## src/common/fsc_map.svh

```systemverilog
// Register offsets, field positions, reset values and timing counts of the fan controller
`ifndef FSC_MAP_SVH
`define FSC_MAP_SVH

`define FSC_OFS_SEL1        8'h05
`define FSC_OFS_SEL2        8'h06
`define FSC_OFS_CEIL1       8'h34
`define FSC_OFS_CEIL2       8'h35
`define FSC_OFS_ACOU        8'h36
`define FSC_OFS_DRV1        8'h40
`define FSC_OFS_DRV2        8'h41
`define FSC_OFS_BTEST       8'h42

`define FSC_RST_SEL         8'h0C
`define FSC_RST_CEIL        8'h20
`define FSC_RST_ACOU        8'h3F
`define FSC_RST_BTEST       8'h00
`define FSC_RST_DRV         8'h00

`define FSC_SEL_MAN_BIT     4
`define FSC_SEL_MIN_BIT     5
`define FSC_SEL_STRT_BIT    6
`define FSC_SEL_MAX_BIT     7
`define FSC_ACOU_STEP_W     3
`define FSC_ACOU_EN_BIT     6
`define FSC_BTEST_EN_BIT    0

`define FSC_FULL_SCALE      8'hFF
`define FSC_ZERO_DRIVE      8'h00

`define FSC_CLK_MHZ         200
`define FSC_MS_CYCLES       (`FSC_CLK_MHZ * 1000)
`define FSC_LOOP_MS         250
`define FSC_RETRY_WAIT_MIN  1
`define FSC_RETRY_WAIT_MS   (`FSC_RETRY_WAIT_MIN * 60000)
`define FSC_MAX_RETRIES     5
`define FSC_SPIN_PULSES     2

`define FSC_TO1_MS          100
`define FSC_TO2_MS          250
`define FSC_TO3_MS          400
`define FSC_TO4_MS          667
`define FSC_TO5_S           1
`define FSC_TO6_S           2
`define FSC_TO7_S           4

`endif

```

## src/common/fsc_pkg.sv

```systemverilog
// Types shared by the fan speed controller
package fsc_pkg;
    typedef enum logic [1:0] {
        FSC_ST_IDLE = 2'b00,
        FSC_ST_SPIN = 2'b01,
        FSC_ST_RUN  = 2'b11,
        FSC_ST_WAIT = 2'b10
    } fsc_state_t;
endpackage : fsc_pkg

```

## src/core/fsc_fan_ctrl.sv

```systemverilog
// Two-fan automatic speed control with start-up, smoothing, overrides and board test
`timescale 1ns/100ps
`default_nettype none
`include "fsc_map.svh"

// Operation
// - Start-up timeout code picks none, 100, 250, 400, 667 ms, 1, 2, 4 s.
// - Low four select bits pick channels; highest demanded speed wins.
// - Manual bit stops automatic loop; drive register becomes software written.
// - Bits 5, 6, 7 force min, start, max; higher bit overrides lower.
// - Automatic loop never raises drive while fan exceeds its speed ceiling.
// - With select bits 7:4 clear, thermal breach forces full scale until temperature drops hysteresis below limit.
// - Above start temperature drive rises linearly from minimum to full over span.
// - Smoothing register holds 3-bit step codes, fan 1 bits 2:0, fan 2 5:3.
// - With smoothing, drive steps toward target once every 250 ms.
// - Smoothing enables are bit 6 for fan 1, bit 7 for fan 2.
// - On first exceeding start temperature, output start level; fan 1 power on.
// - Two tach pulses confirm start; drive then drops to minimum level.
// - Below start temperature run at minimum, or switch off below hysteresis.
// - Fan one power output is low whenever fan 1 drive is zero.
// - Automatic loop recomputes drive every 250 ms.
// - Failed start raises start level by step, retries five times or until a try at full scale fails, then stuck.
// - After failed sequence drive zero, wait one minute, repeat sequence.
// - Board test bit 0 enables the XOR chain over the test pins.
// - No tach pulses within timeout flags a spin-up fault.
// - With pulse wait disabled, drive full for the whole start-up timeout.
module fsc_fan_ctrl
    import fsc_pkg::*;
#(
    parameter int MS_CYCLES = `FSC_MS_CYCLES,
    parameter int XOR_PINS  = 8
) (
    input  wire logic                i_core_clk,
    input  wire logic                i_rst_n,
    input  wire logic                i_reg_wr,
    input  wire logic [7:0]          i_reg_addr,
    input  wire logic [7:0]          i_reg_wdata,
    output logic      [7:0]          o_reg_rdata,
    input  wire logic [31:0]         i_temp_ch,
    input  wire logic [31:0]         i_start_temp_ch,
    input  wire logic [15:0]         i_span_log2_ch,
    input  wire logic [7:0]          i_therm_limit,
    input  wire logic [7:0]          i_therm_hyst,
    input  wire logic [7:0]          i_off_hyst,
    input  wire logic [1:0]          i_keep_min,
    input  wire logic [15:0]         i_start_level,
    input  wire logic [15:0]         i_min_level,
    input  wire logic [15:0]         i_retry_step,
    input  wire logic [5:0]          i_timeout_code,
    input  wire logic                i_spinup_pulse_wait_disable,
    input  wire logic [31:0]         i_tach_period,
    input  wire logic [1:0]          i_tach,
    input  wire logic [XOR_PINS-1:0] i_xor_pins,
    output logic      [7:0]          o_fan_one_drive,
    output logic      [7:0]          o_fan_two_drive,
    output logic                     o_fan_one_power_output,
    output logic                     o_fan_stuck_output,
    output logic      [1:0]          o_spinup_fault,
    output logic                     o_board_test_mode,
    output logic                     o_xor_out
);
    localparam int SYNC_W = XOR_PINS + 2;
    localparam int WAIT_MS = `FSC_RETRY_WAIT_MS;

    if (MS_CYCLES < 1 || XOR_PINS < 1) begin : g_bad_param
        $error("fsc_fan_ctrl: parameter out of range");
    end

    logic [7:0]        sel_r [2];
    logic [7:0]        ceil_r [2];
    logic [7:0]        acou_r;
    logic [7:0]        btest_r;
    logic [7:0]        drive_r [2];
    logic [7:0]        out_r [2];
    logic [SYNC_W-1:0] sync1_r;
    logic [SYNC_W-1:0] sync2_r;
    logic [1:0]        tach_d_r;
    logic [31:0]       ms_cnt_r;
    logic              ms_tick;
    logic [7:0]        loop_ms_r;
    logic              loop_tick;
    logic [1:0]        stuck_r;
    logic [1:0]        fault_r;

    // Registers written by software
    always_ff @(posedge i_core_clk or negedge i_rst_n) begin
        if (!i_rst_n) begin
            sel_r[0]  <= `FSC_RST_SEL;
            sel_r[1]  <= `FSC_RST_SEL;
            ceil_r[0] <= `FSC_RST_CEIL;
            ceil_r[1] <= `FSC_RST_CEIL;
            acou_r    <= `FSC_RST_ACOU;
            btest_r   <= `FSC_RST_BTEST;
        end else if (i_reg_wr) begin
            case (i_reg_addr)
                `FSC_OFS_SEL1:  sel_r[0]  <= i_reg_wdata;
                `FSC_OFS_SEL2:  sel_r[1]  <= i_reg_wdata;
                `FSC_OFS_CEIL1: ceil_r[0] <= i_reg_wdata;
                `FSC_OFS_CEIL2: ceil_r[1] <= i_reg_wdata;
                `FSC_OFS_ACOU:  acou_r    <= i_reg_wdata;
                `FSC_OFS_BTEST: btest_r   <= i_reg_wdata;
                default: ;
            endcase
        end
    end

    // Read data, one cycle after the address
    always_ff @(posedge i_core_clk or negedge i_rst_n) begin
        if (!i_rst_n) begin
            o_reg_rdata <= 8'h00;
        end else begin
            case (i_reg_addr)
                `FSC_OFS_SEL1:  o_reg_rdata <= sel_r[0];
                `FSC_OFS_SEL2:  o_reg_rdata <= sel_r[1];
                `FSC_OFS_CEIL1: o_reg_rdata <= ceil_r[0];
                `FSC_OFS_CEIL2: o_reg_rdata <= ceil_r[1];
                `FSC_OFS_ACOU:  o_reg_rdata <= acou_r;
                `FSC_OFS_DRV1:  o_reg_rdata <= out_r[0];
                `FSC_OFS_DRV2:  o_reg_rdata <= out_r[1];
                `FSC_OFS_BTEST: o_reg_rdata <= btest_r;
                default:        o_reg_rdata <= 8'h00;
            endcase
        end
    end

    // Pin synchronisers; reset to idle high so no false tach edge follows reset
    always_ff @(posedge i_core_clk or negedge i_rst_n) begin
        if (!i_rst_n) begin
            sync1_r  <= '1;
            sync2_r  <= '1;
            tach_d_r <= 2'b11;
        end else begin
            sync1_r  <= {i_xor_pins, i_tach};
            sync2_r  <= sync1_r;
            tach_d_r <= sync2_r[1:0];
        end
    end

    // Board test chain
    always_ff @(posedge i_core_clk or negedge i_rst_n) begin
        if (!i_rst_n) begin
            o_board_test_mode <= 1'b0;
            o_xor_out         <= 1'b0;
        end else begin
            o_board_test_mode <= btest_r[`FSC_BTEST_EN_BIT];
            o_xor_out <= btest_r[`FSC_BTEST_EN_BIT] & (^sync2_r[SYNC_W-1:2]);
        end
    end

    // Millisecond and loop ticks
    always_ff @(posedge i_core_clk or negedge i_rst_n) begin
        if (!i_rst_n) begin
            ms_cnt_r  <= 32'h0000_0000;
            loop_ms_r <= 8'h00;
        end else begin
            ms_cnt_r <= ms_tick ? 32'h0000_0000 : ms_cnt_r + 32'h0000_0001;
            if (ms_tick) begin
                loop_ms_r <= loop_tick ? 8'h00 : loop_ms_r + 8'h01;
            end
        end
    end
    assign ms_tick   = (ms_cnt_r == 32'(MS_CYCLES - 1));
    assign loop_tick = ms_tick && (loop_ms_r == 8'(`FSC_LOOP_MS - 1));

    // Linear level above the start temperature
    function automatic logic [7:0] slope_level(input logic [7:0] temp,
                                               input logic [7:0] t_on,
                                               input logic [3:0] span_log2,
                                               input logic [7:0] min_lvl);
        logic [15:0] prod;
        logic [15:0] sum;
        prod = (16'(`FSC_FULL_SCALE - min_lvl) * 16'(temp - t_on)) >> span_log2;
        sum  = prod + 16'(min_lvl);
        return (sum > 16'(`FSC_FULL_SCALE)) ? `FSC_FULL_SCALE : sum[7:0];
    endfunction

    function automatic logic [15:0] timeout_ms(input logic [2:0] code);
        case (code)
            3'h1:    return 16'(`FSC_TO1_MS);
            3'h2:    return 16'(`FSC_TO2_MS);
            3'h3:    return 16'(`FSC_TO3_MS);
            3'h4:    return 16'(`FSC_TO4_MS);
            3'h5:    return 16'(`FSC_TO5_S * 1000);
            3'h6:    return 16'(`FSC_TO6_S * 1000);
            3'h7:    return 16'(`FSC_TO7_S * 1000);
            default: return 16'h0000;
        endcase
    endfunction

    function automatic logic [7:0] step_size(input logic [2:0] code);
        case (code)
            3'h0:    return 8'h01;
            3'h1:    return 8'h02;
            3'h2:    return 8'h03;
            3'h3:    return 8'h04;
            3'h4:    return 8'h08;
            3'h5:    return 8'h10;
            3'h6:    return 8'h20;
            default: return 8'h30;
        endcase
    endfunction

    for (genvar f = 0; f < 2; f++) begin : g_fan
        fsc_state_t state_r;
        logic [15:0] cnt_r;
        logic [1:0]  pulses_r;
        logic [2:0]  tries_r;
        logic [7:0]  start_lvl_r;
        logic        emerg_r;
        logic [7:0]  lvl;
        logic        demand;
        logic        hot;
        logic        cool;
        logic        below_off;
        logic [7:0]  auto_tgt;
        logic [7:0]  stp;
        logic [7:0]  ramped;
        logic [15:0] to_ms;
        logic        pulse;
        logic        capped;
        logic [7:0]  t;
        logic [7:0]  t_on;
        logic [7:0]  min_lvl;
        logic [7:0]  raised;

        assign min_lvl = i_min_level[8*f +: 8];
        assign pulse   = sync2_r[f] & ~tach_d_r[f];
        assign to_ms   = timeout_ms(i_timeout_code[3*f +: 3]);
        assign stp     = step_size(acou_r[`FSC_ACOU_STEP_W*f +: `FSC_ACOU_STEP_W]);
        assign capped  = (ceil_r[f] != 8'h00) &&
                         (i_tach_period[16*f+8 +: 8] < ceil_r[f]);
        assign raised  = ({1'b0, start_lvl_r} + {1'b0, i_retry_step[8*f +: 8]} > 9'h0FF)
                         ? `FSC_FULL_SCALE : start_lvl_r + i_retry_step[8*f +: 8];

        always_comb begin
            lvl       = 8'h00;
            demand    = 1'b0;
            hot       = 1'b0;
            cool      = 1'b1;
            below_off = 1'b1;
            t         = 8'h00;
            t_on      = 8'h00;
            for (int c = 0; c < 4; c++) begin
                t    = i_temp_ch[8*c +: 8];
                t_on = i_start_temp_ch[8*c +: 8];
                if (sel_r[f][c]) begin
                    if (t > t_on) begin
                        demand = 1'b1;
                        if (slope_level(t, t_on, i_span_log2_ch[4*c +: 4], min_lvl) > lvl)
                            lvl = slope_level(t, t_on, i_span_log2_ch[4*c +: 4], min_lvl);
                    end
                    if (t > i_therm_limit) hot = 1'b1;
                    if ({1'b0, t} + {1'b0, i_therm_hyst} >= {1'b0, i_therm_limit})
                        cool = 1'b0;
                    if ({1'b0, t} + {1'b0, i_off_hyst} >= {1'b0, t_on})
                        below_off = 1'b0;
                end
            end
            auto_tgt = demand ? lvl : min_lvl;
            if (capped && auto_tgt > drive_r[f]) auto_tgt = drive_r[f];
            if (!acou_r[`FSC_ACOU_EN_BIT + f]) begin
                ramped = auto_tgt;
            end else if (auto_tgt > drive_r[f]) begin
                ramped = (auto_tgt - drive_r[f] > stp) ? drive_r[f] + stp : auto_tgt;
            end else begin
                ramped = (drive_r[f] - auto_tgt > stp) ? drive_r[f] - stp : auto_tgt;
            end
        end

        // Thermal override flag with hysteresis
        always_ff @(posedge i_core_clk or negedge i_rst_n) begin
            if (!i_rst_n) begin
                emerg_r <= 1'b0;
            end else if (sel_r[f][7:4] != 4'h0) begin
                emerg_r <= 1'b0;
            end else if (hot) begin
                emerg_r <= 1'b1;
            end else if (cool) begin
                emerg_r <= 1'b0;
            end
        end

        // Drive output, full scale bypasses ramping
        always_ff @(posedge i_core_clk or negedge i_rst_n) begin
            if (!i_rst_n) begin
                out_r[f] <= `FSC_ZERO_DRIVE;
            end else begin
                out_r[f] <= emerg_r ? `FSC_FULL_SCALE : drive_r[f];
            end
        end

        // Start-up sequence and loop
        always_ff @(posedge i_core_clk or negedge i_rst_n) begin
            if (!i_rst_n) begin
                state_r     <= FSC_ST_IDLE;
                drive_r[f]  <= `FSC_RST_DRV;
                cnt_r       <= 16'h0000;
                pulses_r    <= 2'b00;
                tries_r     <= 3'h0;
                start_lvl_r <= `FSC_ZERO_DRIVE;
                stuck_r[f]  <= 1'b0;
                fault_r[f]  <= 1'b0;
            end else if (sel_r[f][`FSC_SEL_MAX_BIT]) begin
                state_r    <= FSC_ST_IDLE;
                drive_r[f] <= `FSC_FULL_SCALE;
            end else if (sel_r[f][`FSC_SEL_STRT_BIT]) begin
                state_r    <= FSC_ST_IDLE;
                drive_r[f] <= i_start_level[8*f +: 8];
            end else if (sel_r[f][`FSC_SEL_MIN_BIT]) begin
                state_r    <= FSC_ST_IDLE;
                drive_r[f] <= min_lvl;
            end else if (sel_r[f][`FSC_SEL_MAN_BIT]) begin
                state_r <= FSC_ST_IDLE;
                if (i_reg_wr && i_reg_addr == 8'(`FSC_OFS_DRV1 + f))
                    drive_r[f] <= i_reg_wdata;
            end else begin
                if (ms_tick) cnt_r <= cnt_r + 16'h0001;
                case (state_r)
                    FSC_ST_IDLE: begin
                        drive_r[f] <= `FSC_ZERO_DRIVE;
                        if (demand) begin
                            state_r     <= FSC_ST_SPIN;
                            start_lvl_r <= i_start_level[8*f +: 8];
                            drive_r[f]  <= i_start_level[8*f +: 8];
                            cnt_r       <= 16'h0000;
                            pulses_r    <= 2'b00;
                            tries_r     <= 3'h0;
                        end
                    end
                    FSC_ST_SPIN: begin
                        drive_r[f] <= i_spinup_pulse_wait_disable ? `FSC_FULL_SCALE
                                                                  : start_lvl_r;
                        if (pulse) pulses_r <= pulses_r + 2'b01;
                        if (!i_spinup_pulse_wait_disable && pulse &&
                            pulses_r == 2'(`FSC_SPIN_PULSES - 1)) begin
                            state_r    <= FSC_ST_RUN;
                            drive_r[f] <= min_lvl;
                            stuck_r[f] <= 1'b0;
                            fault_r[f] <= 1'b0;
                        end else if (to_ms != 16'h0000 && cnt_r >= to_ms) begin
                            cnt_r    <= 16'h0000;
                            pulses_r <= 2'b00;
                            if (i_spinup_pulse_wait_disable) begin
                                state_r    <= FSC_ST_RUN;
                                drive_r[f] <= min_lvl;
                            end else begin
                                fault_r[f] <= 1'b1;
                                if (tries_r < 3'(`FSC_MAX_RETRIES) &&
                                    start_lvl_r != `FSC_FULL_SCALE) begin
                                    tries_r     <= tries_r + 3'h1;
                                    start_lvl_r <= raised;
                                end else begin
                                    stuck_r[f] <= 1'b1;
                                    drive_r[f] <= `FSC_ZERO_DRIVE;
                                    state_r    <= FSC_ST_WAIT;
                                end
                            end
                        end
                    end
                    FSC_ST_WAIT: begin
                        drive_r[f] <= `FSC_ZERO_DRIVE;
                        if (cnt_r >= 16'(WAIT_MS)) begin
                            state_r     <= FSC_ST_SPIN;
                            start_lvl_r <= i_start_level[8*f +: 8];
                            cnt_r       <= 16'h0000;
                            pulses_r    <= 2'b00;
                            tries_r     <= 3'h0;
                        end
                    end
                    FSC_ST_RUN: begin
                        if (loop_tick) begin
                            if (!demand && !i_keep_min[f] && below_off) begin
                                state_r    <= FSC_ST_IDLE;
                                drive_r[f] <= `FSC_ZERO_DRIVE;
                            end else begin
                                drive_r[f] <= ramped;
                            end
                        end
                    end
                    default: state_r <= FSC_ST_IDLE;
                endcase
            end
        end
    end

    // Pin outputs
    always_ff @(posedge i_core_clk or negedge i_rst_n) begin
        if (!i_rst_n) begin
            o_fan_one_drive        <= `FSC_ZERO_DRIVE;
            o_fan_two_drive        <= `FSC_ZERO_DRIVE;
            o_fan_one_power_output <= 1'b0;
            o_fan_stuck_output     <= 1'b0;
            o_spinup_fault         <= 2'b00;
        end else begin
            o_fan_one_drive        <= out_r[0];
            o_fan_two_drive        <= out_r[1];
            o_fan_one_power_output <= (out_r[0] != `FSC_ZERO_DRIVE);
            o_fan_stuck_output     <= |stuck_r;
            o_spinup_fault         <= fault_r;
        end
    end
endmodule : fsc_fan_ctrl
`default_nettype wire

```

## config.mk

```make
export PLATFORM = sky130hd
export DESIGN_NAME = fsc_fan_ctrl
export DESIGN_NICKNAME = d
export VERILOG_FILES = /design/src/common/fsc_pkg.sv /design/src/core/fsc_fan_ctrl.sv
export VERILOG_INCLUDE_DIRS = /design/src /design/src/common
export SDC_FILE = /design/constraint.sdc
export NUM_CORES = 2
export LEC_CHECK = 0
export BUFFER_PORTS_ARGS = -buffer_cell sky130_fd_sc_hd__buf_2
export CORE_ASPECT_RATIO = 1.2
export CORE_MARGIN = 5
export CORE_UTILIZATION = 65
export DETAILED_ROUTE_END_ITERATION = 10
export MAX_ROUTING_LAYER = met4
export PLACE_DENSITY = 0.87
export SLEW_MARGIN = 20
export SYNTH_ARGS = -nofsm -noshare
export SYNTH_HDL_FRONTEND = slang
export SYNTH_SLANG_ARGS = --single-unit
```

## constraint.sdc

```tcl
create_clock -name i_core_clk -period 12.54 [get_ports i_core_clk]
set_clock_uncertainty 0.05 [all_clocks]
set_input_delay 1.254 -clock i_core_clk [delete_from_list [all_inputs] [get_ports i_core_clk]]
set_output_delay 1.254 -clock i_core_clk [all_outputs]
set_load 0.05 [all_outputs]
```

==> out/qor.txt <==
TIMING
--------------------------------------------------------------------------------
Final number of max-transition violations .........................            0
Max Fclk ..........................................................     51.6 MHz
Final hold violations .............................................            0
Setup repair after global routing missed its margin ...............         true
Worst Max-Slew Pin Slew ...........................................      1160 ps
Final period util .................................................         154%
Setup-failing EPs final ...........................................           16
Tmin final ........................................................     19370 ps
Max-Slew Margin vs Limit ..........................................        22.6%
Final worst setup slack ...........................................     -6830 ps

LOGIC SYNTHESIS
--------------------------------------------------------------------------------
Most area-consuming cells after synthesis ......................... sky130_fd_sc_hd__ha_1 (19%), sky130_fd_sc_hd__fa_1 (14%), sky130_fd_sc_hd__dfrtp_1 (9.6%), sky130_fd_sc_hd__inv_1 (5.3%), sky130_fd_sc_hd__nor2_1 (5.1%)
Share of synthesized flip-flops with an asynchronous set or reset .         100%
Post-synthesis sequential area ratio ..............................        11.2%
Yosys warnings ....................................................            0
Total nets after synthesis ........................................         8140
Library cells used by synthesis ...................................           98
Synthesized area per cell .........................................     8.00 um2
Most used flip-flop cell after synthesis .......................... sky130_fd_sc_hd__dfrtp_1
Biggest area consumer among synthesized cells ..................... sky130_fd_sc_hd__ha_1
Synthesized cell area .............................................    53800 um2
Count of mapped cells out of synthesis ............................         6729
Number of synthesized flops with an enable pin ....................            0
Synth Register Bits ...............................................          240
Post-synth top area share .........................................        18.9%

ROUTE
--------------------------------------------------------------------------------
1st-iter DRT viols ................................................         6971
Average wire per cell in the routed design ........................      23.8 um
Total iterations of the first detailed-routing run ................           11
Wire length reported by the detailed router .......................    219000 um
Final antenna-violating net count .................................            0
DR vias ...........................................................        60600
Number of vias per cell after detailed routing ....................         6.57
Remaining routing DRC violations ..................................            2

CLOCKING
--------------------------------------------------------------------------------
TritonCTS clock tree ..............................................        built
Root buffer cell .................................................. sky130_fd_sc_hd__clkbuf_16
Clk pin slew, worst setup/hold paths ..............................        70 ps
CTS buffer count ..................................................           21
Buffer levels on the longest clock path ...........................            3
Clock insertion delay at the later pin of the skew report .........       550 ps
H-tree depth reported by CTS ......................................            1
Number of sinks on the clock net ..................................          240

CRITICAL PATH
--------------------------------------------------------------------------------
Worst Path Arrival ................................................     19760 ps
Crit-path most repeated cell ...................................... sky130_fd_sc_hd__o21a_1
CP max stage delay ................................................       570 ps
Register-to-Register Setup Slack ..................................      1690 ps
Maximum net fanout on the critical path ...........................            7
Worst setup EP type ...............................................     register
Kind of start point of the critical path .......................... primary input
Cell type of the slowest stage on the worst timing path ........... sky130_fd_sc_hd__fa_1
WP data required ..................................................     12930 ps
Kind of critical path .............................................    in -> reg

GRT
--------------------------------------------------------------------------------
Largest net degree at the start of global routing .................          113
Vias in the first global route ....................................        61400
First-pass GRT wire length ........................................    329000 um
Number of antenna violations at the first check in global routing .           15
Total congestion overflow after global routing ....................            0
Overall track demand over capacity in global routing ..............        47.6%

MIN PATH
--------------------------------------------------------------------------------
Class of the tightest hold or removal check .......................   reg -> reg

STATUS
--------------------------------------------------------------------------------
Result of the run ................................................. finished, violations left
Violations in the final reports ................................... DRC, setup timing

FLOORPLAN
--------------------------------------------------------------------------------
Floorplan die width ...............................................       273 um
Cell Rows .........................................................          115
Vertical die dimension ............................................       325 um
Core Footprint ....................................................    82000 um2
Initial Util ......................................................        65.6%
Die area ..........................................................    88700 um2
Number of I/O pins ................................................          252

RUN
--------------------------------------------------------------------------------
Max-cap violations ................................................            0

FINISH
--------------------------------------------------------------------------------
Layout cells sized above 1 ........................................        28.6%
Count of nets after finishing .....................................         9538
Area grow syn2layout ..............................................        28.9%

PLACED DESIGN
--------------------------------------------------------------------------------
Count of buffers from port buffering ..............................          235
Worst setup slack before clock tree synthesis .....................     -7530 ps
Gpl congestion ....................................................         1.06
Post-DP HPWL ......................................................    169000 um

## synth_stat cells, types with 42 or more instances
library cell	count
sky130_fd_sc_hd__mux2_2	48
sky130_fd_sc_hd__and2_1	68
sky130_fd_sc_hd__a21oi_1	394
sky130_fd_sc_hd__xnor2_1	197
sky130_fd_sc_hd__or2_2	126
sky130_fd_sc_hd__nor2_1	726
sky130_fd_sc_hd__a21o_1	152
sky130_fd_sc_hd__nor3_1	90
sky130_fd_sc_hd__inv_1	753
sky130_fd_sc_hd__clkbuf_1	255
sky130_fd_sc_hd__nand3_1	111
sky130_fd_sc_hd__o211ai_1	53
sky130_fd_sc_hd__a31oi_1	43
sky130_fd_sc_hd__nor2b_1	122
sky130_fd_sc_hd__o21bai_1	58
sky130_fd_sc_hd__mux2i_1	72
sky130_fd_sc_hd__nand2b_1	172
sky130_fd_sc_hd__nor4_1	42
sky130_fd_sc_hd__dfrtp_1	206
sky130_fd_sc_hd__nand2_1	391
sky130_fd_sc_hd__fa_1	374
sky130_fd_sc_hd__ha_1	815
sky130_fd_sc_hd__o22ai_1	66
sky130_fd_sc_hd__xor2_1	109
sky130_fd_sc_hd__a211oi_1	117
sky130_fd_sc_hd__o21ai_0	343
sky130_fd_sc_hd__nand4_1	76
sky130_fd_sc_hd__a22oi_1	49
sky130_fd_sc_hd__o21a_1	114
## metrics by stage
stage	util, %	area (um2)	instances	hold WS [ps]	setup TNS [ps]
floorplan	-	54600	6729	295	-97240
CTS	83.0	68100	9154	305	-102710
detailed placement	80.5	66000	9041	297	-118320
global placement	80.5	66000	9041	296	-113050
global route	84.6	69400	9210	311	-120100
finish	84.6	69400	9216	306	-107380
## worst max-delay path, delay by kind of cell
kind | cells | cell delay [ps]
buffers and inverters | 15 | 1630
AOI/OAI and AO/OA | 49 | 7320
and+or+nand+nor | 19 | 3470
adders and majority gates | 16 | 5940
xor gates and xnor gates | 1 | 110
## path summary, 6_finish.rpt
path,startpoint,to,depth (start not counted)
worst max-delay path,i_temp_ch[8],drive_r[14],100
worst min-delay path,sync1_r[7],sync2_r[7],0
worst max register to register,sel_r[0],drive_r[6],56
worst min register to register,sync1_r[7],sync2_r[7],0
max in group asynchronous,i_rst_n,ceil_r[5],3
min in group asynchronous,i_rst_n,g_fan[0].cnt_r[6],1
## kinds of logic (layout without fill, tap and decap cells)
| logic type | after synthesis | count (layout) | share of synthesized area [%] |
|---|---|---|---|
| AO/OA/AOI/OAI | 1740 | 1741 | 21.6 |
| other | 0 | 21 | 0 |
| buffers and inverters | 1050 | 2462 | 7.35 |
| adder cells (fa/ha/maj) | 1189 | 1189 | 32.9 |
| AND/OR/NAND/NOR | 2056 | 2056 | 18.5 |
| XOR/XNOR | 308 | 308 | 5.05 |
| multiplexers | 146 | 146 | 3.43 |
| flip-flops | 240 | 240 | 11.2 |
## per-layer routing
layer | global-route usage, % | wire length, um | vias up
met4 | 39.3 | 25300 | 0
met5 | - | 0 | -
li1 | - | - | 26300
met3 | 13.4 | 25500 | 1824
met1 | 50.6 | 72400 | 28200
met2 | 73.7 | 96400 | 4201
## area by class of cell
class	count	area, um2
Antenna cell	21	52.6
Timing Repair Buffer	1666	12300
Fill cell	4791	12600
Tap cell	1053	1320
Inverter	758	2860
Clock buffer	32	607
Clock inverter	6	92.6
Sequential cell	240	6050
Multi-Input combinational cell	5440	46100
## cell usage in the layout, fill, tap and decap left out, types with 50 or more instances in the layout
cell type / count
sky130_fd_sc_hd__nor3_1: 82
sky130_fd_sc_hd__nor2b_1: 112
sky130_fd_sc_hd__a21o_1: 152
sky130_fd_sc_hd__nand4_1: 76
sky130_fd_sc_hd__o21ai_0: 269
sky130_fd_sc_hd__o21bai_1: 58
sky130_fd_sc_hd__o22ai_1: 50
sky130_fd_sc_hd__a21oi_1: 347
sky130_fd_sc_hd__dfrtp_1: 206
sky130_fd_sc_hd__inv_1: 733
sky130_fd_sc_hd__nand2_1: 380
sky130_fd_sc_hd__ha_1: 767
sky130_fd_sc_hd__and2_1: 61
sky130_fd_sc_hd__or2_2: 114
sky130_fd_sc_hd__nand2b_1: 167
sky130_fd_sc_hd__nand3_1: 100
sky130_fd_sc_hd__xnor2_1: 191
sky130_fd_sc_hd__buf_2: 233
sky130_fd_sc_hd__o21a_1: 112
sky130_fd_sc_hd__a211oi_1: 103
sky130_fd_sc_hd__nor2_1: 710
sky130_fd_sc_hd__buf_4: 1383
sky130_fd_sc_hd__o211ai_1: 53
sky130_fd_sc_hd__fa_1: 363
sky130_fd_sc_hd__mux2i_1: 63
sky130_fd_sc_hd__xor2_1: 105
sky130_fd_sc_hd__o21ai_1: 50
## sequential cells by signal, indices dropped and copies added, names as in the netlist, 4 cells and up
signal             count
g_fan.cnt_r           32
ms_cnt_r              32
ceil_r                16
drive_r               16
g_fan.start_lvl_r     16
out_r                 16
sel_r                 16
sync1_r               10
sync2_r               10
acou_r                 8
btest_r                8
loop_ms_r              8
o_fan_one_drive        8
o_fan_two_drive        8
o_reg_rdata            8
g_fan.tries_r          6
g_fan.pulses_r         4
g_fan.state_r          4
## what timing repair did
action / in CTS / in global routing
cloned: 2 / 0
endpoints found under the setup margin: 16 / 16
buffers inserted: 74 / 43
hold buffers: 0 / 0
resized for setup: 183 / 200
pin swaps: 170 / 144
Power is not shown: default switching activity piles up to over one toggle a cycle in this logic, so the estimate is an artifact.
